File: src/common/data_rom_pkg.sv
// Purpose: constants for the data ROM nibble read port and its watchdog
// Assumes: clk_in is the system clock, 20 MHz
// Notes: register offsets are special-register addresses of the 4-bit core
package data_rom_pkg;
  localparam int ADDR_W = 5;
  localparam int NIB_W = 4;
  localparam int ROM_ADDR_W = 16;
  localparam int ROM_DATA_W = 8;
  localparam logic [ADDR_W-1:0] OFS_ADDR_NIB0 = 5'h18;
  localparam logic [ADDR_W-1:0] OFS_ADDR_NIB1 = 5'h19;
  localparam logic [ADDR_W-1:0] OFS_ADDR_NIB2 = 5'h1A;
  localparam logic [ADDR_W-1:0] OFS_ADDR_NIB3 = 5'h1B;
  localparam logic [ADDR_W-1:0] OFS_DATA_LOW = 5'h1C;
  localparam logic [ADDR_W-1:0] OFS_DATA_HIGH = 5'h1D;
  localparam logic [NIB_W-1:0] NIB_RESET = 4'h0;
  localparam logic [ROM_ADDR_W-1:0] ROM_ADDR_RESET = 16'h0000;
  // reserved system area, left to the assembler to police
  localparam logic [ROM_ADDR_W-1:0] ROM_SYS_AREA_FIRST = 16'hDFC0;
  localparam logic [ROM_ADDR_W-1:0] ROM_SYS_AREA_LAST = 16'hDFFF;
  // ready time is two system clock periods; clk_in is the system clock
  localparam int DATA_ROM_READY_PERIODS = 2;
  localparam int DATA_ROM_READY_CLKS = DATA_ROM_READY_PERIODS;
  // watchdog period 256*256*16 system clocks
  localparam int WDOG_PERIOD_CLKS = 256 * 256 * 16;
  localparam int WDOG_CNT_W = 21;
endpackage : data_rom_pkg

File: src/common/wdog_if.sv
// Purpose: link between the read port and its watchdog counter
// Assumes: single clock domain
// Notes: clear and expire are one-cycle pulses
`timescale 1ns/1ps
`default_nettype none
interface wdog_if;
  logic enable;
  logic clear;
  logic expire;
  modport ctrl (output enable, output clear, input expire);
  modport timer (input enable, input clear, output expire);
endinterface : wdog_if
`default_nettype wire

File: src/verilog/wdog_timer.sv
// Purpose: watchdog counter that raises a system reset pulse on overflow
// Assumes: enable is a static configuration option level
// Notes: counter held at zero while disabled
`timescale 1ns/1ps
`default_nettype none
module wdog_timer #(
  parameter int PERIOD_CLKS = data_rom_pkg::WDOG_PERIOD_CLKS
) (
  // clock and reset
  input wire logic clk_in,
  input wire logic rst_in,
  // control
  wdog_if.timer wd
);
  import data_rom_pkg::*;
  logic [WDOG_CNT_W-1:0] cnt_r;
  logic expire_r;
  localparam logic [WDOG_CNT_W-1:0] LAST = WDOG_CNT_W'(PERIOD_CLKS - 1);

  always_ff @(posedge clk_in or posedge rst_in) begin
    if (rst_in) begin
      cnt_r <= '0;
    end else if (!wd.enable || wd.clear) begin
      cnt_r <= '0;
    end else if (cnt_r == LAST) begin
      cnt_r <= '0;
    end else begin
      cnt_r <= cnt_r + 1'b1;
    end
  end

  // expiry reported as one pulse; clear in the same cycle wins the race
  always_ff @(posedge clk_in or posedge rst_in) begin
    if (rst_in) begin
      expire_r <= 1'b0;
    end else begin
      expire_r <= wd.enable && !wd.clear && (cnt_r == LAST);
    end
  end

  assign wd.expire = expire_r;
endmodule : wdog_timer
`default_nettype wire

File: src/verilog/data_rom_nibble_read_port.sv
// Purpose: special-register read port onto the data ROM, plus watchdog clear
// Assumes: ROM array answers combinationally to rom_addr_out
// Notes: data latch refreshed one clock after any address nibble write
`timescale 1ns/1ps
`default_nettype none
module data_rom_nibble_read_port #(
  parameter int WDOG_PERIOD_CLKS = data_rom_pkg::WDOG_PERIOD_CLKS
) (
  // clock and reset
  input wire logic clk_in,
  input wire logic rst_in,
  // special-register port from the core
  input wire logic [data_rom_pkg::ADDR_W-1:0] sfr_addr_in,
  input wire logic sfr_wr_in,
  input wire logic sfr_rd_in,
  input wire logic [data_rom_pkg::NIB_W-1:0] sfr_wdata_in,
  output logic [data_rom_pkg::NIB_W-1:0] sfr_rdata_out,
  // data ROM array
  output logic [data_rom_pkg::ROM_ADDR_W-1:0] rom_addr_out,
  input wire logic [data_rom_pkg::ROM_DATA_W-1:0] rom_data_in,
  // watchdog option and system reset request
  input wire logic wdog_enable_in,
  output logic sys_reset_out
);
  import data_rom_pkg::*;

  // one clock of settling after an address write, then the byte is latched
  typedef enum logic {
    CAP_IDLE,
    CAP_SETTLE
  } cap_state_t;

  // which register a single strobe hits
  typedef struct packed {
    logic [3:0] nib;
    logic data_low;
    logic data_high;
  } reg_hit_t;

  logic [NIB_W-1:0] nib0_r;
  logic [NIB_W-1:0] nib1_r;
  logic [NIB_W-1:0] nib2_r;
  logic [NIB_W-1:0] nib3_r;
  logic [ROM_ADDR_W-1:0] rom_addr;
  logic [NIB_W-1:0] data_low_r;
  logic [NIB_W-1:0] data_high_r;
  logic [ROM_DATA_W-1:0] data_byte;
  cap_state_t cap_state_r;
  cap_state_t cap_state_nxt;
  logic capture;
  logic [NIB_W-1:0] rdata_r;
  logic [NIB_W-1:0] rdata_nxt;
  reg_hit_t wr_hit;
  logic addr_wr;
  wdog_if wd ();

  // index 0..3 of an address nibble register, or 4 for none
  function automatic logic [2:0] nib_index(input logic [ADDR_W-1:0] a);
    case (a)
      OFS_ADDR_NIB0: nib_index = 3'h0;
      OFS_ADDR_NIB1: nib_index = 3'h1;
      OFS_ADDR_NIB2: nib_index = 3'h2;
      OFS_ADDR_NIB3: nib_index = 3'h3;
      default: nib_index = 3'h4;
    endcase
  endfunction : nib_index

  function automatic logic [NIB_W-1:0] read_mux(
    input logic [ADDR_W-1:0] a,
    input logic [ROM_ADDR_W-1:0] ad,
    input logic [ROM_DATA_W-1:0] d
  );
    logic [2:0] i;
    i = nib_index(a);
    if (i != 3'h4) begin
      read_mux = ad[i[1:0]*NIB_W +: NIB_W];
    end else if (a == OFS_DATA_LOW) begin
      read_mux = d[3:0];
    end else if (a == OFS_DATA_HIGH) begin
      read_mux = d[7:4];
    end else begin
      read_mux = 4'h0;
    end
  endfunction : read_mux

  function automatic reg_hit_t decode_hit(
    input logic strobe,
    input logic [ADDR_W-1:0] a
  );
    reg_hit_t h;
    logic [2:0] i;
    h = '0;
    i = nib_index(a);
    if (strobe && i != 3'h4) begin
      h.nib[i[1:0]] = 1'b1;
    end
    h.data_low = strobe && (a == OFS_DATA_LOW);
    h.data_high = strobe && (a == OFS_DATA_HIGH);
    decode_hit = h;
  endfunction : decode_hit

  assign wr_hit = decode_hit(sfr_wr_in, sfr_addr_in);
  assign addr_wr = |wr_hit.nib;

  // lowest offset is the least significant nibble
  always_ff @(posedge clk_in or posedge rst_in) begin
    if (rst_in) begin
      nib0_r <= NIB_RESET;
    end else if (wr_hit.nib[0]) begin
      nib0_r <= sfr_wdata_in;
    end
  end

  always_ff @(posedge clk_in or posedge rst_in) begin
    if (rst_in) begin
      nib1_r <= NIB_RESET;
    end else if (wr_hit.nib[1]) begin
      nib1_r <= sfr_wdata_in;
    end
  end

  always_ff @(posedge clk_in or posedge rst_in) begin
    if (rst_in) begin
      nib2_r <= NIB_RESET;
    end else if (wr_hit.nib[2]) begin
      nib2_r <= sfr_wdata_in;
    end
  end

  always_ff @(posedge clk_in or posedge rst_in) begin
    if (rst_in) begin
      nib3_r <= NIB_RESET;
    end else if (wr_hit.nib[3]) begin
      nib3_r <= sfr_wdata_in;
    end
  end

  // no range check: the reserved system area reads like any other
  assign rom_addr = {nib3_r, nib2_r, nib1_r, nib0_r};

  // rewriting any nibble restarts the access at the new address
  always_comb begin
    cap_state_nxt = cap_state_r;
    case (cap_state_r)
      CAP_IDLE: begin
        if (addr_wr) begin
          cap_state_nxt = CAP_SETTLE;
        end
      end
      CAP_SETTLE: begin
        if (!addr_wr) begin
          cap_state_nxt = CAP_IDLE;
        end
      end
      default: begin
        cap_state_nxt = CAP_IDLE;
      end
    endcase
  end

  always_ff @(posedge clk_in or posedge rst_in) begin
    if (rst_in) begin
      cap_state_r <= CAP_IDLE;
    end else begin
      cap_state_r <= cap_state_nxt;
    end
  end

  assign capture = (cap_state_r == CAP_SETTLE);

  // capture beats a software write to the latch in the same cycle
  always_ff @(posedge clk_in or posedge rst_in) begin
    if (rst_in) begin
      data_low_r <= NIB_RESET;
    end else if (capture) begin
      data_low_r <= rom_data_in[3:0];
    end else if (wr_hit.data_low) begin
      data_low_r <= sfr_wdata_in;
    end
  end

  always_ff @(posedge clk_in or posedge rst_in) begin
    if (rst_in) begin
      data_high_r <= NIB_RESET;
    end else if (capture) begin
      data_high_r <= rom_data_in[7:4];
    end else if (wr_hit.data_high) begin
      data_high_r <= sfr_wdata_in;
    end
  end

  assign data_byte = {data_high_r, data_low_r};

  // read data held until the next read; a read beside a write sees the old value
  always_comb begin
    rdata_nxt = rdata_r;
    if (sfr_rd_in) begin
      rdata_nxt = read_mux(sfr_addr_in, rom_addr, data_byte);
    end
  end

  always_ff @(posedge clk_in or posedge rst_in) begin
    if (rst_in) begin
      rdata_r <= NIB_RESET;
    end else begin
      rdata_r <= rdata_nxt;
    end
  end

  assign wd.enable = wdog_enable_in;
  assign wd.clear = wr_hit.data_high && wdog_enable_in;

  wdog_timer #(
    .PERIOD_CLKS(WDOG_PERIOD_CLKS)
  ) u_wdog (
    .clk_in(clk_in),
    .rst_in(rst_in),
    .wd(wd)
  );

  assign rom_addr_out = rom_addr;
  assign sfr_rdata_out = rdata_r;
  assign sys_reset_out = wd.expire;
endmodule : data_rom_nibble_read_port
`default_nettype wire

File: config.mk
export PLATFORM = sky130hd
export DESIGN_NAME = data_rom_nibble_read_port
export DESIGN_NICKNAME = d
export VERILOG_FILES = /design/src/common/data_rom_pkg.sv /design/src/common/wdog_if.sv /design/src/verilog/wdog_timer.sv /design/src/verilog/data_rom_nibble_read_port.sv
export SDC_FILE = /design/constraint.sdc
export NUM_CORES = 1
export LEC_CHECK = 0
export BUFFER_PORTS_ARGS = -buffer_cell sky130_fd_sc_hd__buf_2
export CORE_UTILIZATION = 55
export DETAILED_ROUTE_END_ITERATION = 8
export PLACE_DENSITY = 0.79
export SYNTH_ARGS = -nofsm -noshare
export SYNTH_HDL_FRONTEND = slang
export SYNTH_SLANG_ARGS = --single-unit
File: constraint.sdc
create_clock -name clk_in -period 2.6 [get_ports clk_in]
set_input_delay 0 -clock clk_in [delete_from_list [all_inputs] [get_ports clk_in]]
set_output_delay 0 -clock clk_in [all_outputs]
set_load 0.02 [all_outputs]
Yosys cells after proc, flatten, opt, wreduce, memory -nomap -nowiden

Cells that the tools add are included.

Add/sub/neg operators: 1
$mul: 0
Divide/modulo/power cells: 0
Magnitude comparators: 2
Equality and inequality tests: 9
Shift-type cells: 1
Multiplexer cells: 15
Bitwise gates (word level): 0
Reductions and logical operators: 13

Operator list:

| kind                                                                                 | number |
|---|---|
| 21-bit 2-to-1 mux                                                                    | 2 |
| 4-bit 2-to-1 mux                                                                     | 8 |
| 5-bit == test (second input constant)                                                | 6 |
| 21-bit by 1-bit adder with 21-bit output (second input constant)                     | 1 |
| 21-bit by 20-bit == test with 1-bit output (second input constant)                   | 1 |
| 16-bit by 5-bit indexed part select with 4-bit output                                | 1 |
| 3-bit case mux with 4 select lines                                                   | 1 |
| 1-bit logical AND                                                                    | 7 |
| 3-bit != test (second input constant)                                                | 2 |
| 2-bit nonzero test                                                                   | 2 |
| 4-bit OR reduction                                                                   | 1 |
| 2-bit by 3-bit less-than comparator with 1-bit output (second input constant)        | 1 |
| 3-bit 2-to-1 mux                                                                     | 1 |
| 1-bit demux with 2-bit select                                                        | 1 |
| 2-bit by 1-bit greater-or-equal comparator with 1-bit output (second input constant) | 1 |
| 1-bit logical NOT                                                                    | 2 |
| 1-bit 2-to-1 mux                                                                     | 2 |
| 1-bit logical OR                                                                     | 1 |

Bits in registers: 51
Bits in latches: 0
Bits in writable memories: 0
ROM bits: 0
Input bits: 22
Logic and storage cells: 51
Memories: 0

Logic depth before layout (Yosys ltp)

Gate-level depths: netlist of run 1.

Word-level depth: 9
Mapped depth: 7
Gate-level depth less buffers: 5

Modules after synthesis

A second synthesis of run 1 with hierarchy kept.

Cells, all modules: 232
Area, all modules: 2578.7 µm²

Modules (own cells, without submodules):

| module                    | instances | cells an instance | area each (µm²) | sequential area each (µm²) |
|---|---|---|---|---|
| data_rom_nibble_read_port | 1         | 123               | 1497.7          | 725.7 |
| wdog_timer                | 1         | 109               | 1081.0          | 550.5 |

Worst setup path after synthesis of run 1

No wires, ideal clock.

Path type: register -> register
From: reg u_wdog.cnt_r[0]
To: reg u_wdog.cnt_r[18]
Library setup time: 73 ps
Data arrival time: 1821 ps
Data required time: 2527 ps
Slack: 706 ps
Stages on the path, launching flop included: 7
Buffers on the path: 1
Clock period less this slack: 1894 ps
Cells stage by stage: dfrtp_1 ha_1 nand4_2 or3_1 buf_2 or4_4 a21oi_2

Cells in the longest elaborated chain, start to end: 3
Elaborated cells on any way between the ends: 4
Classes of those cells: 1 x add/sub; 1 x eq/ne; 2 x mux

RTL lines:

| element                                                                                                       | line                               | text |
|---|---|---|
| start: declaration                                                                                            | wdog_timer.sv:16                   | `logic [WDOG_CNT_W-1:0] cnt_r;` |
| start signal: assignment                                                                                      | wdog_timer.sv:28                   | `cnt_r <= cnt_r + 1'b1;` |
| 21-bit by 1-bit adder with 21-bit output / 21-bit by 20-bit == test with 1-bit output (equally long branches) | wdog_timer.sv:28, wdog_timer.sv:25 |  |
| 21-bit 2-to-1 mux *                                                                                           | wdog_timer.sv:25                   | `end else if (cnt_r == LAST) begin` |
| 21-bit 2-to-1 mux *                                                                                           | wdog_timer.sv:23                   | `end else if (!wd.enable \|\| wd.clear) begin` |

Every way passes the cells marked *; elsewhere a longest branch is shown, timed or not.
A chain may end at the register's enable or synchronous reset.

Worst setup path after layout of run 1

From: reg u_wdog.cnt_r[0]
To: reg u_wdog.cnt_r[3]

The elaborated chain is that of the path after synthesis.

==> results of run 1 <==
-- state kept, by name (all words and copies together) (netlist names) --
name              cells
nib3_r                4
cap_state_r           1
nib0_r                4
u_wdog.cnt_r         21
u_wdog.wd.expire      1
data_high_r           4
sfr_rdata_out         4
nib2_r                4
nib1_r                4
data_low_r            4
-- routing by layer --
metal	share of wire [%]	GRT usage (%)	up-vias
met5	0	0	-
met4	1.6	9.896	0
met3	4.5	4.770	9
met2	46	36.40	51
met1	48	33.72	929
li1	-	-	942
-- power by group --
part	leakage, nW	internal, mW	switching [mW]
clock network	0.0422	0.190	0.252
registers	0.664	0.880	0.0596
logic	0.580	0.136	0.184
total	1.29	1.21	0.495
-- final timing paths --
| kind | from | endpoint | slack, ns | depth (start not counted) |
|---|---|---|---|---|
| setup reg to reg | u_wdog.cnt_r[0] | u_wdog.cnt_r[3] | 0.55 | 6 |
| max in group asynchronous | rst_in | data_high_r[0] | 1.47 | 3 |
| hold reg to reg | u_wdog.cnt_r[0] | u_wdog.cnt_r[0] | 0.48 | 1 |
| min in group asynchronous | rst_in | u_wdog.cnt_r[15] | 0.49 | 3 |
| hold / removal | sfr_wdata_in[1] | nib1_r[1] | 0.009 | 2 |
| setup / recovery | u_wdog.cnt_r[0] | u_wdog.cnt_r[3] | 0.55 | 6 |
-- cell usage in the layout, fill, tap and decap left out, types with 2 or more instances in the layout --
cell type      synthesis  routed
and2_1                 2       2
a221o_1                2       2
and4b_1                2       2
o21ai_0                5       5
a22o_1                 2       2
xnor2_1                9       9
nand3_2                2       2
xor2_1                 2       2
clkbuf_8               0       5
or4_1                  3       3
nor2b_1                9       9
dlygate4sd3_1          0      10
mux2_1                 4       4
buf_2                  4      42
nor3_1                 6       6
or3_1                  5       5
nor4_1                 3       3
a221oi_1               4       4
clkbuf_1               5       2
o31ai_1                3       3
a211oi_1               2       2
nor2_1                23      23
a31oi_1                4       4
mux2_2                16      16
nand3_1                7       7
dfrtp_1               51      51
nand4b_1               2       2
a21oi_1               20      20
nand2_1               18      18
inv_1                  6       5
-- kinds of logic after synthesis --
logic type | share of synthesized area (%)
and+or+nand+nor | 20.23
muxes | 9.216
DFF | 52.23
xor gates and xnor gates | 3.943
adders and majority gates | 0.5120
AOI/OAI and AO/OA | 11.37
buffers and inverters | 2.509
-- per-stage QoR --
step | instances | worst slack, ns | cell area, um^2
2_1_floorplan | 233 | 0.7060 | 2444
3_3_place_gp | 317 | 0.6109 | 2693
3_5_place_dp | 317 | 0.5546 | 2693
4_1_cts | 335 | 0.5457 | 2874
5_1_grt | 335 | 0.4098 | 2874
6_report | 335 | 0.5503 | 2874
-- final cells by class --
type	count	area, um^2
Timing Repair Buffer	53	317.8
Multi-Input combinational cell	167	1114
Tap cell	50	62.56
Fill cell	362	1270
Inverter	6	22.52
Clock buffer	7	76.32
Clock inverter	1	5.005
Sequential cell	51	1276
==> results.ini, run 1 <==
[status]
run_status=finished clean

[logic_synthesis]
ys_ff_latch=51
synth_edf_count=0
post_synth_most_frequent_cells=dfrtp_1 (51), nor2_1 (23), a21oi_1 (20)
syn-num-nets=256
yosys.area.top_type_share_pct=52.23
ys_types=40
yosysMostFrequentCell=dfrtp_1
netlist_area_um2=2444
avgSynthCellArea_um2=10.49
ys_warn_count=0
seq_area_frac_synth_pct=52.23
post_synth_main_area_contributors=dfrtp_1 (52%), mux2_2 (7.4%), a21oi_1 (4.1%), nor2_1 (3.5%), xnor2_1 (3.2%)
syn_inst=233
yosysTopAreaCell=dfrtp_1
synthArstFlopShare_pct=100.0
ys.flop_type=dfrtp_1

[sta]
hold_slack_ns=0.009080
finalHoldViolCount=0
rsz0062_at_grt=false
maxSlewHeadroom_pct=30.77
period_needed_ns=2.050
drv_slew=0
fmax_ghz=0.4879
worstMarginPinSlew_ns=1.037
finalSetupTns_ns=0
fin_crit_sh_pct=78.84
clock_skew_ns=0.009456
setup_viol=0

[cells_and_area]
num_antenna_cells=0
syn2layout_area_growth_pct=17.61
fin_util_pct=69.35
num-nets-final=307
drive_above_1_share_pct=25.96

[drt]
route.detailed.drc=0
ant_nets=0
vias_per_cell=5.764
first_iter_violations=183
wl_per_cell_um=15.05
totalWireLength_um=5042
num_vias=1931
dr.pass1.iters=4

[cts]
clk_path_buf_depth=2
postCtsSetupRepairBufs=0
root_buffer=clkbuf_8
cts.repair.resized=0
numCtsBuffers=5
htreeDepth=2
hold_buffers=10
clock-sinks=51
clock_latency_ns=0.30
clk_transition_reported_paths_ns=0.09
cts_tree=yes

[setup_path]
worstSetupEndpointType=register
critical-path-max-stage-delay_ns=0.48
critPathTopFamily=simple AND/OR/NAND/NOR gates
critPathBufInv=1
crit_chain=ha_1, nand4_2, or3_1, o311ai_2, buf_4, nor2_1
criticalPathCategory=register to register
cp_data_arrival_time_ns=2.23
worst_ep_required_time_ns=2.78
critPathLaunchType=register
cp_max_fo=20
slowest_stage=or3_1

[power]
p_per_area_nw_per_um2=591.8
p_leak_nw=1.286
vdd_drop_max_mv=0.4898
finalPower_mw=1.701

[die]
die_w_um=68.66
core_um2=4144
die_height_um=68.66
ios=43
initial_core_util_pct=58.97
dieArea_um2=4714
num_rows=23

[grt]
grt_overflow_total=0
grt_pass1_vias=1751
grt_pass1_wl_um=8169
antenna_found_initial=0
grt_usage_pct=24.07
grt_max_degree=52

[placement]
hpwl_um=3534
port_buffers=42
globalplace.congestion=0.8501

[run]
max_cap_violations=0

[min_path]
hp-class=input pin to register

Power figures use the tool's default switching activity.
==> inputs of run 2 (changes only) <==
Settings changed: CORE_UTILIZATION 55 to 50, PLACE_DENSITY 0.79 to 0.75.
Clock period 2.6 ns to 1.73 ns, I/O delays scaled along.
==> results.ini, run 2 (synthesis results as in run 1) <==
[sta]
finalHoldViolCount=0  ; unchanged
setup_viol=20  ; +20
fin_crit_sh_pct=102.4  ; +24 points
clock_skew_ns=0.01034  ; +0.0008835 ns
setup_slack_ns=-0.04100  ; -0.5913 ns
worstMarginPinSlew_ns=0.5785  ; -0.4585 ns
period_needed_ns=1.771  ; -0.2787 ns
drv_slew=0  ; unchanged
rsz0062_at_grt=true
fmax_ghz=0.5647  ; +16%
maxSlewHeadroom_pct=61.38  ; +31 points

[placement]
place_ws_ns=-0.09822  ; -0.6528 ns
port_buffers=42  ; unchanged
hpwl_um=3996  ; +13%
dp_cells=362  ; +14%
globalplace.congestion=0.8064  ; -5.1%
placed_area_um2=2980  ; +11%

[grt]
grt_overflow_total=0  ; unchanged
grt_pass1_vias=2095  ; +20%
grt_pass1_wl_um=9273  ; +14%
grt_usage_pct=23.07  ; -1.0 points
antenna_found_initial=0  ; unchanged
grt_max_degree=28  ; -46%

[drt]
totalWireLength_um=5523  ; +9.5%
dr.pass1.iters=4  ; unchanged
wl_per_cell_um=14.50  ; -3.7%
num_vias=2067  ; +7.0%
ant_nets=0  ; unchanged
vias_per_cell=5.425  ; -5.9%
first_iter_violations=166  ; -9.3%
route.detailed.drc=0  ; unchanged

[cells_and_area]
fin_util_pct=68.08  ; -1.3 points
final_cell_mix=dfrtp_1 (50), buf_2 (42), buf_4 (26), nor2_1 (23), nand2_1 (18)
largest-register=u_wdog.cnt_r
multi_input_area_um2=1170  ; +5.1%
syn2layout_area_growth_pct=31.59
final_common_cell=dfrtp_1
fin_cells=381  ; +14%
num-nets-final=336  ; +9.4%
num-fill-cells=353  ; -2.5%
num_antenna_cells=0  ; unchanged
register_area_um2=1277  ; about the same
drive_above_1_share_pct=35.67  ; +9.7 points
stdcell_area_um2=3216  ; +12%
largest_reg_flops=21  ; unchanged

[power]
p_per_area_nw_per_um2=834.8  ; +41%
p_leak_nw=1.464  ; +14%
vdd_drop_max_mv=0.4093  ; -16%

[cts]
clock-sinks=51  ; unchanged
htreeDepth=2  ; unchanged
clock_latency_ns=0.31  ; about the same
clk_path_buf_depth=2  ; unchanged
clk_transition_reported_paths_ns=0.09  ; about the same
cts_tree=yes
root_buffer=clkbuf_8
numCtsBuffers=5  ; unchanged

[status]
run_status=finished with violations
violations=negative setup slack

[setup_path]
worstSetupEndpointType=register
criticalPathCategory=register to register
cp_max_fo=10  ; -50%
worst_ep_required_time_ns=1.91  ; -0.87 ns
cp_data_arrival_time_ns=1.95  ; -0.28 ns
critPathLaunchType=register

[die]
ios=43  ; unchanged
die_height_um=71.91  ; +4.7%
dieArea_um2=5171  ; +9.7%
num_rows=25  ; +8.7%
die_w_um=71.91  ; +4.7%
initial_core_util_pct=51.74  ; -7.2 points
core_um2=4723  ; +14%

[min_path]
hp-class=input pin to register

[run]
max_cap_violations=0  ; unchanged

## run 2: final timing paths
kind | from | end | slack, ns | cells after the start
max reg2reg | u_wdog.cnt_r[0] | u_wdog.cnt_r[17] | -0.04 | 6
max | u_wdog.cnt_r[0] | u_wdog.cnt_r[17] | -0.04 | 6
min reg2reg | nib1_r[2] | nib1_r[2] | 0.52 | 1
min | sfr_wdata_in[3] | nib1_r[3] | 0.01 | 2
max in group asynchronous | rst_in | nib0_r[0] | 0.90 | 4
min in group asynchronous | rst_in | u_wdog.cnt_r[18] | 0.29 | 3
## run 2: repair_timing
action | 4_1_cts | 5_1_grt
setup buffers | 0 | 0
hold buffers | 11 | 0
gates resized for setup | 4 | 1
setup endpoints to repair | 21 | 21
endpoints found under the hold margin | 36 | 0
## run 2: power breakdown
group | internal (mW) | switching (mW)
combinational | 0.232 | 0.284
sequential | 1.32 | 0.0898
clock | 0.364 | 0.392
total | 1.92 | 0.766
## run 2: worst max-delay path, stage by stage (launching register included)
cell and delay (ns):
dfrtp_1 0.42, ha_4 0.18, nand4_4 0.10, or3_4 0.42, o311ai_4 0.28, buf_6 0.19
a21oi_1 0.05
## run 2: per-layer routing
layer | global-route usage [%] | up-vias | part of all wire (%)
li1 | - | 1003 | -
met1 | 27.71 | 995 | 42
met2 | 42.03 | 61 | 52
met3 | 4.444 | 8 | 4.2
met4 | 6.972 | 0 | 1.3
met5 | 0 | - | 0
## run 2: layout make-up
cell class	count	share of cell area (%)
inverters	6	0.7004
multi-input cells	167	36.38
clock buffers	7	2.996
repair buffers	82	17.35
clock inverters	1	0.2335
well taps	67	2.607
flip-flops and latches	51	39.73
## run 2: metrics by stage
step	total power [mW]	hold WS [ns]	TNS, ns
global route	2.808	0.01063	-1.902
floorplan	1.731	0.1347	-0.4612
CTS	2.704	0.007249	-0.3281
global placement	1.914	0.08307	-0.8317
finish	2.684	0.01337	-0.5055
detailed placement	1.933	0.09088	-1.633
==> inputs of run 3 (changes only) <==
Settings changed: BUFFER_PORTS_ARGS -buffer_cell sky130_fd_sc_hd__buf_2 to unset, CORE_UTILIZATION 50 to 56, DONT_BUFFER_PORTS set to 1, PLACE_DENSITY 0.75 to 0.74.
==> results.ini, run 3 (synthesis results as in run 1) <==
[status]
run_status=finished with violations
violations=negative setup slack

[drt]
first_iter_violations=111  ; -33%
ant_nets=0  ; unchanged
route.detailed.drc=0  ; unchanged
num_vias=2018  ; -2.4%
totalWireLength_um=5948  ; +7.7%
wl_per_cell_um=17.55  ; +21%
vias_per_cell=5.953  ; +9.7%
dr.pass1.iters=4  ; unchanged

[setup_path]
rr_endpoint=u_wdog.cnt_r[19]
critPathLaunch=u_wdog.cnt_r[0]
reg2regPathDepth=5  ; -1
worst_ep_required_time_ns=1.96  ; +0.05 ns
criticalPathCategory=register to register
reg2reg_slack_ns=-0.05  ; about the same
cp_max_fo=4  ; -6
cp_data_arrival_time_ns=2.02  ; +0.07 ns
r2r_start=u_wdog.cnt_r[0]
cp-endpoint=u_wdog.cnt_r[19]
critPathLaunchType=register
worstSetupEndpointType=register

[sta]
maxSlewHeadroom_pct=62.15  ; +0.78 points
setup_slack_ns=-0.05295  ; -0.01195 ns
drv_slew=0  ; unchanged
finalHoldViolCount=0  ; unchanged
clock_skew_ns=0.006043  ; -0.004296 ns
period_needed_ns=1.783  ; +0.01195 ns
setup_viol=15  ; -25%
finalSetupTns_ns=-0.2128  ; +0.2927 ns
worstMarginPinSlew_ns=0.5669  ; -0.01165 ns
hold_slack_ns=0.03730  ; +0.02393 ns
fmax_ghz=0.5609  ; -0.67%
fin_crit_sh_pct=103.1  ; +0.69 points
rsz0062_at_grt=true

[placement]
place_ws_ns=-0.08860  ; +0.009614 ns
hpwl_um=3695  ; -7.5%
port_buffers=0  ; -100%
placed_area_um2=2741  ; -8.0%
globalplace.congestion=0.7757  ; -3.8%
dp_cells=302  ; -17%

[power]
vdd_drop_max_mv=0.4864  ; +19%
finalPower_mw=2.629  ; -2.1%
p_per_area_nw_per_um2=832.2  ; -0.32%
p_leak_nw=1.358  ; -7.2%

[die]
core_um2=4086  ; -13%
die_height_um=68.06  ; -5.4%
dieArea_um2=4631  ; -10%
initial_core_util_pct=59.80  ; +8.1 points
num_rows=23  ; -8.0%
die_w_um=68.06  ; -5.4%
ios=43  ; unchanged

[cts]
root_buffer=clkbuf_8
clock_latency_ns=0.30  ; about the same
clock-sinks=51  ; unchanged
clk_path_buf_depth=2  ; unchanged
clk_transition_reported_paths_ns=0.09  ; about the same
numCtsBuffers=5  ; unchanged
cts_tree=yes
htreeDepth=2  ; unchanged

[cells_and_area]
syn2layout_area_growth_pct=29.29
largest-register=u_wdog.cnt_r
drive_above_1_share_pct=27.68  ; -8.0 points
final_common_cell=dfrtp_1
final_cell_mix=dfrtp_1 (49), buf_4 (29), nor2_1 (22), dlygate4sd3_1 (22)
largest_reg_flops=21  ; unchanged
num-fill-cells=260  ; -26%
fin_util_pct=77.31  ; +9.2 points
num-nets-final=311  ; -7.4%
fin_cells=339  ; -11%
stdcell_area_um2=3159  ; -1.8%
num_antenna_cells=0  ; unchanged

[grt]
grt_pass1_wl_um=8866  ; -4.4%
grt_max_degree=27  ; -3.6%
antenna_found_initial=0  ; unchanged
grt_usage_pct=26.33  ; +3.3 points
grt_overflow_total=0  ; unchanged
grt_pass1_vias=1949  ; -7.0%

[min_path]
hp-class=input pin to register

[run]
max_cap_violations=0  ; unchanged

[run 3: what timing repair did]
action                                  4_1_cts  5_1_grt
endpoints found under the setup margin       21       20
resized for setup                             4        7
hold buffers                                 22        0
pin swaps                                     1        4
hold endpoints to repair                     76        0
gates cloned                                  0        1
setup buffers                                 0        6
[run 3: per-layer routing]
metal / GRT usage [%] / up-vias / wire (um)
li1: - / 950 / -
met5: 0 / - / 0
met1: 32.80 / 979 / 2386
met3: 7.000 / 12 / 317
met2: 42.03 / 77 / 3117
met4: 13.02 / 0 / 127
[run 3: worst max-delay path: stages (launching register included)]
cell and delay [ns]:
dfrtp_1 0.43, buf_6 0.13, nand2_2 0.06, or4_4 0.45, or4_1 0.49, a21oi_1 0.15
[run 3: worst min path at each step]
stage / start / end / slack, ns / cells after the start
2_1_floorplan: sfr_wdata_in[0] / nib1_r[0] / 0.13 / 1
3_3_place_gp: rst_in / u_wdog.cnt_r[12] / -0.03 / 1
3_5_place_dp: rst_in / u_wdog.cnt_r[12] / -0.03 / 1
4_1_cts: sfr_addr_in[0] / nib2_r[0] / 0.02 / 2
5_1_grt: sfr_addr_in[0] / nib2_r[3] / 0.05 / 2
6_report: sfr_addr_in[0] / nib2_r[0] / 0.04 / 2
[run 3: layout make-up]
cell class	count	area, um^2	share of cell area (%)
inverters	6	22.52	0.7129
multi-input cells	168	1189	37.62
clock inverters	1	7.507	0.2376
clock buffers	7	96.34	3.050
repair buffers	56	503.0	15.92
flip-flops and latches	51	1279	40.48
well taps	50	62.56	1.980
[run 3: power breakdown]
part	total, mW	internal [mW]	leakage, nW	switching, mW
combinational	0.345	0.201	0.647	0.144
clock	0.751	0.364	0.0505	0.387
sequential	1.53	1.32	0.661	0.212
total	2.63	1.89	1.36	0.742
